**src/dcd_regs.vh**
```
`ifndef DCD_REGS_VH
`define DCD_REGS_VH
// register indices; byte address is four times the index
`define DCD_IDX_CODE0 16'hFFDC
`define DCD_IDX_CODE1 16'hFFDD
`define DCD_IDX_CTRL 16'hFFDE
`define DCD_IDX_STBY 16'hFF5C
// reset values
`define DCD_CODE_RST 8'h00
`define DCD_CTRL_RST 8'h1F
`define DCD_STBY_RST 8'hFE
// field positions in the channel control register
`define DCD_CTRL_OE1 7
`define DCD_CTRL_OE0 6
`define DCD_CTRL_JOINT 5
// bits that are fixed at one and ignore writes
`define DCD_CTRL_RO_MASK 8'h1F
`define DCD_STBY_RO_MASK 8'hFE
// field position in the standby control register
`define DCD_STBY_KEEP 0
// code scale: output is code / 256 of the reference
`define DCD_CODE_STEPS 256
// conversion time and clock period
`define DCD_CONV_TIME_NS 10000
`define DCD_CLK_PERIOD_NS 10
// longest time rounds down to whole cycles
`define DCD_CONV_CYC (`DCD_CONV_TIME_NS / `DCD_CLK_PERIOD_NS)
// ahb transfer type and response codes
`define DCD_HTRANS_NONSEQ 2'h2
`define DCD_HTRANS_SEQ 2'h3
`define DCD_HRESP_OKAY 1'h0
`endif

```
**src/dcd_conv.v**
```verilog
`timescale 1ns/1ps
`default_nettype none
`include "dcd_regs.vh"
// one channel: timed conversion of the code from the data register
module dcd_conv #(
	parameter CONV_CYC = `DCD_CONV_CYC,
	parameter CNT_W = 11
)(
	input wire ref_clk,
	input wire rst_b,
	input wire [7:0] code_in,
	input wire conv_en,
	output reg [7:0] code_out_r,
	output reg busy_r
);
	reg [CNT_W-1:0] cnt_r; // cycles left in the running conversion
	reg [7:0] last_code_r; // code of the running or last conversion
	reg en_q_r; // conversion enable one cycle ago
	wire start; // new conversion needed
	localparam integer CNT_LOAD_I = CONV_CYC - 1; // full-width reload count
	localparam [CNT_W-1:0] CNT_LOAD = CNT_LOAD_I[CNT_W-1:0]; // cut to the counter on purpose

	// a fresh enable or a changed code starts conversion at once
	assign start = conv_en & (~en_q_r | (code_in != last_code_r));

	// countdown; the result lands when it runs out
	always @(posedge ref_clk or negedge rst_b)
	begin
		if (!rst_b)
		begin
			cnt_r <= {CNT_W{1'b0}};
			last_code_r <= `DCD_CODE_RST;
			en_q_r <= 1'b0;
			busy_r <= 1'b0;
			code_out_r <= `DCD_CODE_RST;
		end
		else
		begin
			en_q_r <= conv_en;
			if (!conv_en)
			begin
				// stopped: drop any conversion, result stays put
				busy_r <= 1'b0;
				cnt_r <= {CNT_W{1'b0}};
			end
			else if (start)
			begin
				// restart on every new code
				last_code_r <= code_in;
				busy_r <= 1'b1;
				cnt_r <= CNT_LOAD;
			end
			else if (busy_r)
			begin
				if (cnt_r == {CNT_W{1'b0}})
				begin
					// result held until the next conversion runs out, even after enable drops
					code_out_r <= last_code_r;
					busy_r <= 1'b0;
				end
				else
				begin
					cnt_r <= cnt_r - 1'b1;
				end
			end
		end
	end
endmodule
`default_nettype wire

```
**src/dcd_top.v**
```verilog
// Added by the designer: the placing of the registers and the AHB-Lite interface to the registers.
`timescale 1ns/1ps
`default_nettype none
`include "dcd_regs.vh"
module dcd_top #(
	parameter CONV_CYC = `DCD_CONV_CYC
)(
	// clock and reset
	input wire ref_clk,
	input wire rst_b,
	// ahb-lite slave side
	input wire hsel,
	input wire [31:0] haddr,
	input wire [1:0] htrans,
	input wire hwrite,
	input wire [2:0] hsize,
	input wire [31:0] hwdata,
	input wire hready,
	output reg [31:0] hrdata,
	output reg hreadyout,
	output reg hresp,
	// standby levels from system control, same clock
	input wire sw_standby,
	input wire hw_standby,
	// codes and qualifiers toward the analog circuit
	output reg [7:0] ch0_code_r,
	output reg [7:0] ch1_code_r,
	output reg ch0_conv_en_r,
	output reg ch1_conv_en_r,
	output reg analog_out_ch0_oe_r,
	output reg analog_out_ch1_oe_r,
	output reg ch0_busy_r,
	output reg ch1_busy_r
);
	// register select codes
	localparam [2:0] SEL_NONE = 3'h0;
	localparam [2:0] SEL_CODE0 = 3'h1;
	localparam [2:0] SEL_CODE1 = 3'h2;
	localparam [2:0] SEL_CTRL = 3'h3;
	localparam [2:0] SEL_STBY = 3'h4;
	// register word indices
	localparam [15:0] IDX_CODE0 = `DCD_IDX_CODE0;
	localparam [15:0] IDX_CODE1 = `DCD_IDX_CODE1;
	localparam [15:0] IDX_CTRL = `DCD_IDX_CTRL;
	localparam [15:0] IDX_STBY = `DCD_IDX_STBY;
	// read-only bits fixed at one
	localparam [7:0] CTRL_RO = `DCD_CTRL_RO_MASK;
	localparam [7:0] STBY_RO = `DCD_STBY_RO_MASK;

	// conversion on for one channel: own enable, or the partner's when joined
	function dcd_conv_on;
		input own_oe;
		input other_oe;
		input joint;
		begin
			// with both enables clear the result is zero, joined or not
			dcd_conv_on = own_oe | (joint & other_oe);
		end
	endfunction

	// word address to register select
	function [2:0] dcd_decode;
		input [31:0] addr;
		reg [29:0] widx;
		begin
			// compare word index against each register index
			widx = addr[31:2];
			if (widx == {14'h0000, IDX_CODE0})
				dcd_decode = SEL_CODE0;
			else if (widx == {14'h0000, IDX_CODE1})
				dcd_decode = SEL_CODE1;
			else if (widx == {14'h0000, IDX_CTRL})
				dcd_decode = SEL_CTRL;
			else if (widx == {14'h0000, IDX_STBY})
				dcd_decode = SEL_STBY;
			else
				dcd_decode = SEL_NONE;
		end
	endfunction

	// register state
	reg [7:0] code0_r; // dac_code_ch0
	reg [7:0] code1_r; // dac_code_ch1
	reg [7:0] ctrl_r; // dac_channel_control
	reg [7:0] stby_r; // dac_standby_control
	reg [7:0] code0_nxt;
	reg [7:0] code1_nxt;
	reg [7:0] ctrl_nxt;
	reg [7:0] stby_nxt;
	// captured address phase
	reg wr_pend_r; // write data phase follows
	reg [2:0] wr_sel_r; // register chosen by that write
	reg sw_stby_q_r; // software standby one cycle ago
	// combinational helpers
	reg [31:0] rd_nxt; // read data for the next data phase
	wire addr_ok; // valid address phase this cycle
	wire [2:0] sel_now; // decoded select of this address phase
	wire sw_entry; // first cycle of software standby
	// decoded control fields
	wire keep; // standby_output_keep
	wire ch0_output_enable;
	wire ch1_output_enable;
	wire joint_conversion_enable;
	// per-channel paths to the conversion units
	wire [1:0] conv_en; // per-channel conversion enable
	wire [15:0] conv_code; // both held results
	wire [1:0] conv_busy; // both conversion busy flags

	// accepted address phase: selected, bus ready, real transfer
	assign addr_ok = hsel & hready & (htrans == `DCD_HTRANS_NONSEQ | htrans == `DCD_HTRANS_SEQ);
	// decoded once per address phase
	assign sel_now = dcd_decode(haddr);
	// keep bit decides the fate of converter registers in software standby
	assign keep = stby_r[`DCD_STBY_KEEP];
	// rising edge of the standby level, both on the same clock
	assign sw_entry = sw_standby & ~sw_stby_q_r;
	// channel enables straight from the control register
	assign ch0_output_enable = ctrl_r[`DCD_CTRL_OE0];
	assign ch1_output_enable = ctrl_r[`DCD_CTRL_OE1];
	assign joint_conversion_enable = ctrl_r[`DCD_CTRL_JOINT];

	// conversion: own enable, or the other one when joined; none if both clear
	// pin drive is not decided here: it follows own enable only
	assign conv_en[0] = dcd_conv_on(ch0_output_enable, ch1_output_enable,
		joint_conversion_enable);
	assign conv_en[1] = dcd_conv_on(ch1_output_enable, ch0_output_enable,
		joint_conversion_enable);

	// next register values: writes, standby clears, reserved bits
	always @*
	begin
		// hold by default
		code0_nxt = code0_r;
		code1_nxt = code1_r;
		ctrl_nxt = ctrl_r;
		stby_nxt = stby_r;
		if (hw_standby)
		begin
			// hardware standby: everything back to reset values
			code0_nxt = `DCD_CODE_RST;
			code1_nxt = `DCD_CODE_RST;
			ctrl_nxt = `DCD_CTRL_RST;
			stby_nxt = `DCD_STBY_RST;
		end
		else if (sw_entry && !keep)
		begin
			// software standby without keep clears the converter, not standby reg
			code0_nxt = `DCD_CODE_RST;
			code1_nxt = `DCD_CODE_RST;
			ctrl_nxt = `DCD_CTRL_RST;
			// standby register itself survives software standby
		end
		else if (wr_pend_r && !sw_standby)
		begin
			// writes refused during standby so retained values stay put
			// write data phase; with keep set standby leaves values alone
			case (wr_sel_r)
				SEL_CODE0: code0_nxt = hwdata[7:0];
				SEL_CODE1: code1_nxt = hwdata[7:0];
				SEL_CTRL: ctrl_nxt = hwdata[7:0] | CTRL_RO;
				SEL_STBY: stby_nxt = hwdata[7:0] | STBY_RO;
				// unmapped: no register changes
				default: code0_nxt = code0_r;
			endcase
		end
	end

	// read mux from next values so a read right after a write sees it
	always @*
	begin
		// unmapped addresses read as zero
		rd_nxt = 32'h00000000;
		case (sel_now)
			SEL_CODE0: rd_nxt = {24'h000000, code0_nxt};
			SEL_CODE1: rd_nxt = {24'h000000, code1_nxt};
			SEL_CTRL: rd_nxt = {24'h000000, ctrl_nxt | CTRL_RO};
			SEL_STBY: rd_nxt = {24'h000000, stby_nxt | STBY_RO};
			default: rd_nxt = 32'h00000000;
		endcase
	end

	// register file
	always @(posedge ref_clk or negedge rst_b)
	begin
		if (!rst_b)
		begin
			// chip reset: initial register values
			code0_r <= `DCD_CODE_RST;
			code1_r <= `DCD_CODE_RST;
			ctrl_r <= `DCD_CTRL_RST;
			stby_r <= `DCD_STBY_RST;
			sw_stby_q_r <= 1'b0;
		end
		else
		begin
			code0_r <= code0_nxt;
			code1_r <= code1_nxt;
			ctrl_r <= ctrl_nxt;
			stby_r <= stby_nxt;
			// standby level delayed to find its entry
			sw_stby_q_r <= sw_standby;
		end
	end

	// ahb-lite slave: zero wait states, always okay
	always @(posedge ref_clk or negedge rst_b)
	begin
		if (!rst_b)
		begin
			// nothing pending and bus held off in reset
			wr_pend_r <= 1'b0;
			wr_sel_r <= SEL_NONE;
			hrdata <= 32'h00000000;
			hreadyout <= 1'b0;
			hresp <= `DCD_HRESP_OKAY;
		end
		else
		begin
			// never waits and never errors
			hreadyout <= 1'b1;
			hresp <= `DCD_HRESP_OKAY;
			if (addr_ok)
			begin
				// address phase taken
				wr_pend_r <= hwrite;
				wr_sel_r <= sel_now;
				// read data loaded now so it stands in the data phase
				if (!hwrite)
					hrdata <= rd_nxt;
			end
			else
			begin
				// idle or busy: nothing pending
				wr_pend_r <= 1'b0;
				wr_sel_r <= SEL_NONE;
			end
		end
	end

	// one conversion unit per channel
	genvar gi;
	generate
		for (gi = 0; gi < 2; gi = gi + 1)
		begin : g_ch
			// both units share one timing parameter
			dcd_conv #(
				.CONV_CYC(CONV_CYC)
			) u_conv (
				.ref_clk(ref_clk),
				.rst_b(rst_b),
				// channel 0 takes code 0, channel 1 takes code 1
				.code_in(gi == 0 ? code0_r : code1_r),
				.conv_en(conv_en[gi]),
				.code_out_r(conv_code[gi*8 +: 8]),
				.busy_r(conv_busy[gi])
			);
		end
	endgenerate

	// qualifiers and codes toward the analog circuit
	always @(posedge ref_clk or negedge rst_b)
	begin
		if (!rst_b)
		begin
			// pins released and codes cleared
			ch0_code_r <= `DCD_CODE_RST;
			ch1_code_r <= `DCD_CODE_RST;
			ch0_conv_en_r <= 1'b0;
			ch1_conv_en_r <= 1'b0;
			analog_out_ch0_oe_r <= 1'b0;
			analog_out_ch1_oe_r <= 1'b0;
			ch0_busy_r <= 1'b0;
			ch1_busy_r <= 1'b0;
		end
		else
		begin
			// held result, value = code / 256 of reference
			ch0_code_r <= conv_code[7:0];
			ch1_code_r <= conv_code[15:8];
			// enables registered, pins move a cycle after the control write
			ch0_conv_en_r <= conv_en[0];
			ch1_conv_en_r <= conv_en[1];
			// pin direction follows own enable only
			analog_out_ch0_oe_r <= ch0_output_enable;
			analog_out_ch1_oe_r <= ch1_output_enable;
			// busy flags show conversions in flight
			ch0_busy_r <= conv_busy[0];
			ch1_busy_r <= conv_busy[1];
		end
	end
endmodule
`default_nettype wire

```
**config.mk**
```make
export PLATFORM = sky130hd
export DESIGN_NAME = dcd_top
export DESIGN_NICKNAME = d
export VERILOG_FILES = /design/src/dcd_conv.v /design/src/dcd_top.v
export VERILOG_INCLUDE_DIRS = /design/src /design/src/src
export SDC_FILE = /design/constraint.sdc
export NUM_CORES = 1
export LEC_CHECK = 0
export BUFFER_PORTS_ARGS = -buffer_cell sky130_fd_sc_hd__buf_2
export CAP_MARGIN = 25
export CORE_ASPECT_RATIO = 1.4
export CORE_UTILIZATION = 35
export CTS_CLUSTER_DIAMETER = 120
export CTS_CLUSTER_SIZE = 40
export DETAILED_ROUTE_END_ITERATION = 8
export GPL_TIMING_DRIVEN = 1
export HOLD_SLACK_MARGIN = 0.05
export SKIP_CTS_REPAIR_TIMING = 1
export SYNTH_ARGS = -nofsm -noshare
export SYNTH_HDL_FRONTEND = slang
export SYNTH_SLANG_ARGS = --single-unit
```
**constraint.sdc**
```tcl
create_clock -name ref_clk -period 4.1 [get_ports ref_clk]
set_clock_uncertainty 0.15 [all_clocks]
set_input_delay 0.82 -clock ref_clk [delete_from_list [all_inputs] [get_ports ref_clk]]
set_output_delay 0.82 -clock ref_clk [all_outputs]
set_load 0.1 [all_outputs]
```
### After elaboration in Yosys (flattened, before gate mapping)

Cells that the tools add are included.

* output and inout bits: 56
* flip-flop bits (word level): 136
* input port bits: 76
* word-level logic and storage cells: 117

* reductions and logical operators: 13
* muxes and demuxes: 39
* add/sub/neg operators: 2
* equality and inequality tests: 20
* bitwise gates (word level): 18

Operator list (number)
* equality test 30 x 16 -> 1 bit, second input constant: 4
* two-way mux 8 bit: 12
* two-way mux 11 bit: 8
* one-hot mux 8 bit (4 select lines): 1
* zero test 11 bit: 2
* subtractor 11 x 1 -> 11 bit, second input constant: 2
* inequality test 8 bit: 2
* two-way mux 3 bit: 5
* two-way mux 1 bit: 13
* equality test 3 x 2 -> 1 bit, second input constant: 4
* inequality test 3 bit, second input constant: 4
* AND reduction 2 bit: 5
* AND reduction 4 bit: 2
* AND 1 bit: 7
* equality test 3 x 1 -> 1 bit, second input constant: 2
* equality test 3 bit, second input constant: 2
* inverter 1 bit: 6
* bitwise OR 1 bit: 5
* equality test 2 bit, second input constant: 2
* logical AND 1 bit: 2
* zero test 1 bit: 2

### Logic depth before layout (Yosys ltp)

Gate-level depths: netlist of the first run.

* depth after elaboration: 7
* gate-level depth with buffers: 8
* mapped depth without buffers: 7

### By module

A second synthesis of the first run with hierarchy kept.

* cells, all modules: 453
* area, all modules: 5340.1 um^2

By module, submodules not included
* dcd_conv: cells an instance 115, area an instance 1402.6 um^2, instances 2, sequential area each 725.7 um^2
* dcd_top: cells an instance 223, area an instance 2534.9 um^2, instances 1, sequential area each 1401.3 um^2

### Worst setup path after synthesis of the first run

OpenSTA, ideal clock, no wires.

* path kind: input to register
* from: in sw_standby
* to: reg hrdata[7]
* arrival: 2.066 ns
* buffers on the path: 1
* required time: 3.867 ns
* cell stages on the path: 6
* path slack: 1.801 ns
* cells stage by stage: or3b_2 clkbuf_1 nand2_1 or2_2 o22a_1 o21ai_0

* word-level cells in the longest chain between the ends: 6
* elaborated cells on any way between the ends: 14

Ends and longest elaborated chain
* start: declaration: line dcd_top.v:23 `input wire sw_standby,`
* zero test 1 bit: line dcd_top.v:153 `else if (wr_pend_r && !sw_standby)`
* logical AND 1 bit: line dcd_top.v:153
* two-way mux 8 bit: line dcd_top.v:153
* two-way mux 8 bit: line dcd_top.v:145 `else if (sw_entry && !keep)`
* two-way mux 8 bit: line dcd_top.v:137 `if (hw_standby)`
* one-hot mux 8 bit (4 select lines) (*): line dcd_top.v:173 `case (sel_now)`
* end signal: assignment: line dcd_top.v:229 `hrdata <= rd_nxt;`
* end: declaration: line dcd_top.v:19 `output reg [31:0] hrdata,`

Every way passes the cells marked *; elsewhere a longest branch is shown, timed or not. The select of a mux whose other input is x is not followed.
A chain may end at the register's enable or synchronous reset.

### Worst setup path after layout of the first run

* from: in sw_standby
* to: reg hrdata[5]

Same word-level chain as after synthesis.

==> results.cfg, run 1 <==
[status]
status = completed

[yosys]
ys.flop_type = dfrtp_1
synth_area_leaders = dfrtp_1, xnor2_1, nand2_1
avgSynthCellArea_sq_um = 10.8
synth_warnings = 0
synth_seq_cells = 112
synth_edf_count = 0
ys_async_sr_fraction = 1.00
ys_types = 54
syn_inst = 476
synth_top_cell_by_area = dfrtp_1
synth_top_area_frac = 0.544
syn_area_sq_um = 5150
seq_area_frac_synth = 0.544

[critical_path]
cp-end-kind = flip-flop
cp_cell_sequence = buf_2, or3b_2, nand2_1, or2_2, o22a_1, o21ai_0
r2r-start = g_ch[1].u_conv.cnt_r[0]$_DFFE_PN0P_
path_class = input pin to flip-flop
worstPathRequired_ns = 4.16
crit_path_max_fanout = 19
r2r_slack_ns = 1.69
worst-endpoint-arrival_ns = 2.54
slowest_delay_ns = 0.57
r2r_end = g_ch[1].u_conv.code_out_r[4]$_DFFE_PN0P_
rr_worst_depth = 7
cp-start-kind = input pin
slowest_stage = or3b_2
cp-startpoint = sw_standby

[timing]
slew_viol_final = 0
hold_viol = 0
setup_tns_ns = 0
fin_crit_ns = 2.48
tightestPinTransition_ns = 1.06
rsz0062_at_grt = no
clock.fmax_mhz = 403
relSlewSlack = 0.290
final.period_utilization = 0.605
setup_viol = 0

[power_and_ir_drop]
powerDensity_nw_per_um2 = 359
max-vdd-ir-drop_uv = 188
p_leak_uw = 0.00296

[clock_tree]
ctsLongestPathBuffers = 2
insertion_delay_ns = 0.34
cts.clk_slew.worst_paths_ns = 0.07
cts.sinks = 112
h-tree-depth = 3
cts-root-buf = clkbuf_16
cts_buffers = 9
cts_tree = done

[grt]
grtUsageMet3 = 0.0278
grt_max_degree = 75
met2_usage = 0.266
grt_usage = 0.152
grt_pass1_wl_um = 18400
antenna_found_initial = 0
use_met1 = 0.181
grt-ovfl-total = 0
busiest_layer = met2
grt_pass1_vias = 3753

[run]
cap_violations = 0

[routing]
ant_nets = 0
routedWlPerCell_um = 14.6
drc_errors = 0
wirelength_um = 11000
drt-initial-drc-count = 121
drt_pass1_iterations = 4
vias = 3714
viasPerCell = 4.94

[floorplan]
die_x_um = 105
coreArea_sq_um = 14400
io_pins = 132
row_count = 52
dieArea_sq_um = 15200
die_h_um = 146
start_util = 0.357

[layout]
fin_nets = 636
post-route-util = 0.416
final_common_cell = dfrtp_1
syn2layout_area_growth_pct = 16.7
drive_gt1_frac = 0.231
most-common-layout-cells = dfrtp_1, buf_2, nand2_1
diodes = 0

[placed_design]
hpwlAfterDp_um = 8210
gp_congestion = 0.821
io_buffers = 76

[min_path]
hold_path.class = input pin to asynchronous set/reset pin
layout make-up:
class / instances / area [sq um]
Fill cell: 1440 / 8430
Sequential cell: 112 / 2800
Multi-Input combinational cell: 340 / 2160
Timing Repair Buffer: 83 / 468
Tap cell: 189 / 236
Clock buffer: 10 / 229
Clock inverter: 6 / 67.6
Inverter: 12 / 45.0
stage by stage:
stage	worst slack (ns)	std cells	hold slack [ns]	area (sq um)	total power [uW]
2_1_floorplan	1.80	500	0.199	5240	1270
3_3_place_gp	1.30	733	0.209	5670	1310
3_5_place_dp	1.28	734	0.211	5680	1310
4_1_cts	1.40	750	0.228	5980	2180
5_1_grt	1.44	752	0.133	6010	2240
6_report	1.62	752	0.147	6010	2160
where the power goes:
group | internal, uW | total, uW | leakage, uW | switching, uW
clock | 476 | 872 | 0.000139 | 395
combinational | 28.9 | 182 | 0.00126 | 153
sequential | 1110 | 1110 | 0.00156 | 0.499
total | 1610 | 2160 | 0.00296 | 549
Yosys cell counts, drive strengths merged, types with 5 or more instances:
cell type,n
buf,28
nor4,15
mux2i,12
o21ai,8
o211ai,5
mux2,17
clkbuf,8
dfrtp,112
inv,11
nand3,12
xnor2,33
nor3,11
nand2,63
or4,5
a211o,5
nand4,10
nand2b,6
nor2,28
a21oi,33
worst max-delay path: cells and delay by family:
| kind | cells | cell delay, ns |
|---|---|---|
| AO/OA/AOI/OAI | 2 | 0.25 |
| buffers and inverters | 1 | 0.12 |
| AND/OR/NAND/NOR | 3 | 1.34 |
sequential cells by signal, indices dropped and copies added (netlist names), 3 cells and up:
| register | cells |
|---|---|
| ch1_code_r | 8 |
| ch0_code_r | 8 |
| code0_r | 8 |
| wr_sel_r | 3 |
| g_ch.u_conv.last_code_r | 16 |
| code1_r | 8 |
| ctrl_r | 3 |
| g_ch.u_conv.cnt_r | 22 |
| hrdata | 8 |
| g_ch.u_conv.code_out_r | 16 |
per-layer routing:
layer | routed length (um) | share of wire
met2 | 5680 | 0.52
met1 | 4590 | 0.42
met3 | 418 | 0.038
met5 | 0 | 0
met4 | 262 | 0.024
how the worst max path moves through the flow:
| stage | end |
|---|---|
| after global routing | hrdata[4]$_DFFE_PN0P_ |
| final | hrdata[5]$_DFFE_PN0P_ |
| after global placement | hrdata[5]$_DFFE_PN0P_ |
| after CTS | g_ch[1].u_conv.cnt_r[6]$_DFFE_PN0P_ |
| after floorplan | hrdata[7]$_DFFE_PN0P_ |
| after detailed placement | hrdata[5]$_DFFE_PN0P_ |
cell families (layout without fill, tap and decap cells):
logic type / after synthesis / after routing / synth area share
compound gates: 70 / 70 / 0.0916
xor+xnor: 33 / 33 / 0.0561
fa+ha+maj: 2 / 2 / 0.00486
buf+inv: 48 / 111 / 0.0534
flops: 112 / 112 / 0.544
mux: 29 / 29 / 0.0605
other cells: 2 / 26 / 0.00146
simple gates: 180 / 180 / 0.188
Note: power is estimated with default switching activity, not from simulation.
==> run 2: changes to the inputs <==
==> constraint.sdc (replaced) <==
create_clock -name ref_clk -period 2.55 [get_ports ref_clk]
set_clock_uncertainty 0.15 [all_clocks]
set_input_delay 0.51 -clock ref_clk [delete_from_list [all_inputs] [get_ports ref_clk]]
set_output_delay 0.51 -clock ref_clk [all_outputs]
set_load 0.1 [all_outputs]
==> run 2 against run 1 <==
Effect of this change:
- power up 68%
- sequential share of layout area fell by 0.66 points
- hold slack better by 0.033 ns
- critical endpoint is now g_ch[1].u_conv.code_out_r[4]$_DFFE_PN0P_
- largest power group unchanged
==> results.cfg, run 2 (synthesis results as in run 1) <==
[clock_tree]
cts_buffers = 9
cts.clk_slew.worst_paths_ns = 0.07
cts.sinks = 112
cts-root-buf = clkbuf_16
ctsLongestPathBuffers = 2
h-tree-depth = 3
insertion_delay_ns = 0.35
cts_tree = done

[floorplan]
dieArea_sq_um = 15200
start_util = 0.357
die_h_um = 146
row_count = 52
die_x_um = 105
coreArea_sq_um = 14400
io_pins = 132

[power_and_ir_drop]
p_leak_uw = 0.00301
power_uw = 3630
powerDensity_nw_per_um2 = 595
max-vdd-ir-drop_uv = 385

[layout]
most-common-layout-cells = dfrtp_1, buf_2, nand2_1
diodes = 0
post-route-util = 0.422
top_register = g_ch.u_conv.cnt_r
fin_area_sq_um = 6100
largest_reg_flops = 22
final_common_cell = dfrtp_1
top_regs = g_ch.u_conv.cnt_r: 22 flops, g_ch.u_conv.code_out_r: 16 flops, g_ch.u_conv.last_code_r: 16 flops
drive_gt1_frac = 0.240
fin_nets = 643
syn2layout_area_growth_pct = 18.4

[grt]
antenna_found_initial = 0
grt_max_degree = 41
grt-ovfl-total = 0
grt_usage = 0.147
grt_pass1_vias = 3734
grt_pass1_wl_um = 17900

[timing]
fin_crit_ns = 2.26
final.period_utilization = 0.885
tightestPinTransition_ns = 0.657
setup_viol = 0
relSlewSlack = 0.562
rsz0062_at_grt = no
slew_viol_final = 0
setup_tns_ns = 0
hold_viol = 0
clock.fmax_mhz = 443

[critical_path]
path_class = flip-flop to flip-flop
crit_path_max_fanout = 8
r2r-start = g_ch[1].u_conv.cnt_r[0]$_DFFE_PN0P_
cpLargestDelayFamily = simple AND/OR/NAND/NOR gates
cp-start-kind = flip-flop
cp_cell_sequence = inv_1, ha_1, nand2b_1, nor2_4, nand4b_2, nor4b_4, buf_4, mux2_2
worst-endpoint-arrival_ns = 2.34
rr_worst_depth = 8
cp-end-kind = flip-flop
r2r_slack_ns = 0.29
worstPathRequired_ns = 2.63
path_buf_inv = 2
cp-startpoint = g_ch[1].u_conv.cnt_r[0]$_DFFE_PN0P_
cp.depth = 8
slowest_stage = dfrtp_1
slowest_delay_ns = 0.43

[routing]
viasPerCell = 4.95
wirelength_um = 11000
drc_errors = 0
drt_pass1_iterations = 4
vias = 3756
drt-initial-drc-count = 109
routedWlPerCell_um = 14.4
ant_nets = 0

[placed_design]
dpl_cell_area_sq_um = 5750
hpwlAfterDp_um = 8270
gp_congestion = 0.798
io_buffers = 76

[min_path]
whs_path_depth = 1
hp-start = sw_standby
hold_path.class = input pin to flip-flop

[run]
cap_violations = 0

[status]
status = completed
-- run 2: cell types whose count changed in the layout (fill, tap and decap cells not counted), sizes merged --
cell / before / now
clkinv: 3 / 1
dlygate4sd3: 0 / 1
clkbuf: 11 / 9
bufinv: 1 / 2
buf: 82 / 89
clkinvlp: 2 / 1
inv: 12 / 15
-- run 2: where the power goes --
group / leakage (uW) / internal (uW) / switching [uW] / total (uW)
clock network: 0.000162 / 886 / 672 / 1560
logic: 0.00129 / 47.2 / 245 / 292
registers: 0.00156 / 1780 / 0.689 / 1780
total: 0.00301 / 2710 / 918 / 3630
-- run 2: cell type report --
cell class	instances	area [sq um]
sequential	112	2800
fill	1421	8350
clock buffer	9	225
inverter	12	45.0
timing repair buffer	90	515
multi-input combinational	340	2160
tap	189	236
clock inverter	7	110
-- run 2: path summary, 6_finish.rpt --
| path | to |
|---|---|
| setup / recovery | g_ch[1].u_conv.code_out_r[4]$_DFFE_PN0P_ |
| hold / removal | sw_stby_q_r$_DFF_PN0_ |
| setup reg to reg | g_ch[1].u_conv.code_out_r[4]$_DFFE_PN0P_ |
| hold reg to reg | ch1_code_r[1]$_DFF_PN0_ |
| max in group asynchronous | g_ch[0].u_conv.cnt_r[5]$_DFFE_PN0P_ |
| min in group asynchronous | ch1_code_r[2]$_DFF_PN0_ |
-- run 2: metrics by stage --
step / setup WS (ns) / instances / hold WS, ns
after global routing: 0.158 / 759 / 0.181
after CTS: 0.270 / 758 / -0.0148
after detailed placement: 0.257 / 742 / 0.211
after global placement: 0.279 / 742 / 0.208
final: 0.293 / 759 / 0.180
after floorplan: 0.325 / 500 / 0.0644
-- run 2: layer usage --
layer / global-route usage / part of all wire / wire length (um) / vias to the layer above
li1: - / - / - / 1816
met3: 0.0202 / 0.041 / 446 / 15
met1: 0.174 / 0.41 / 4510 / 1815
met5: 0 / 0 / 0 / -
met2: 0.260 / 0.52 / 5740 / 110
met4: 0.0707 / 0.024 / 265 / 0
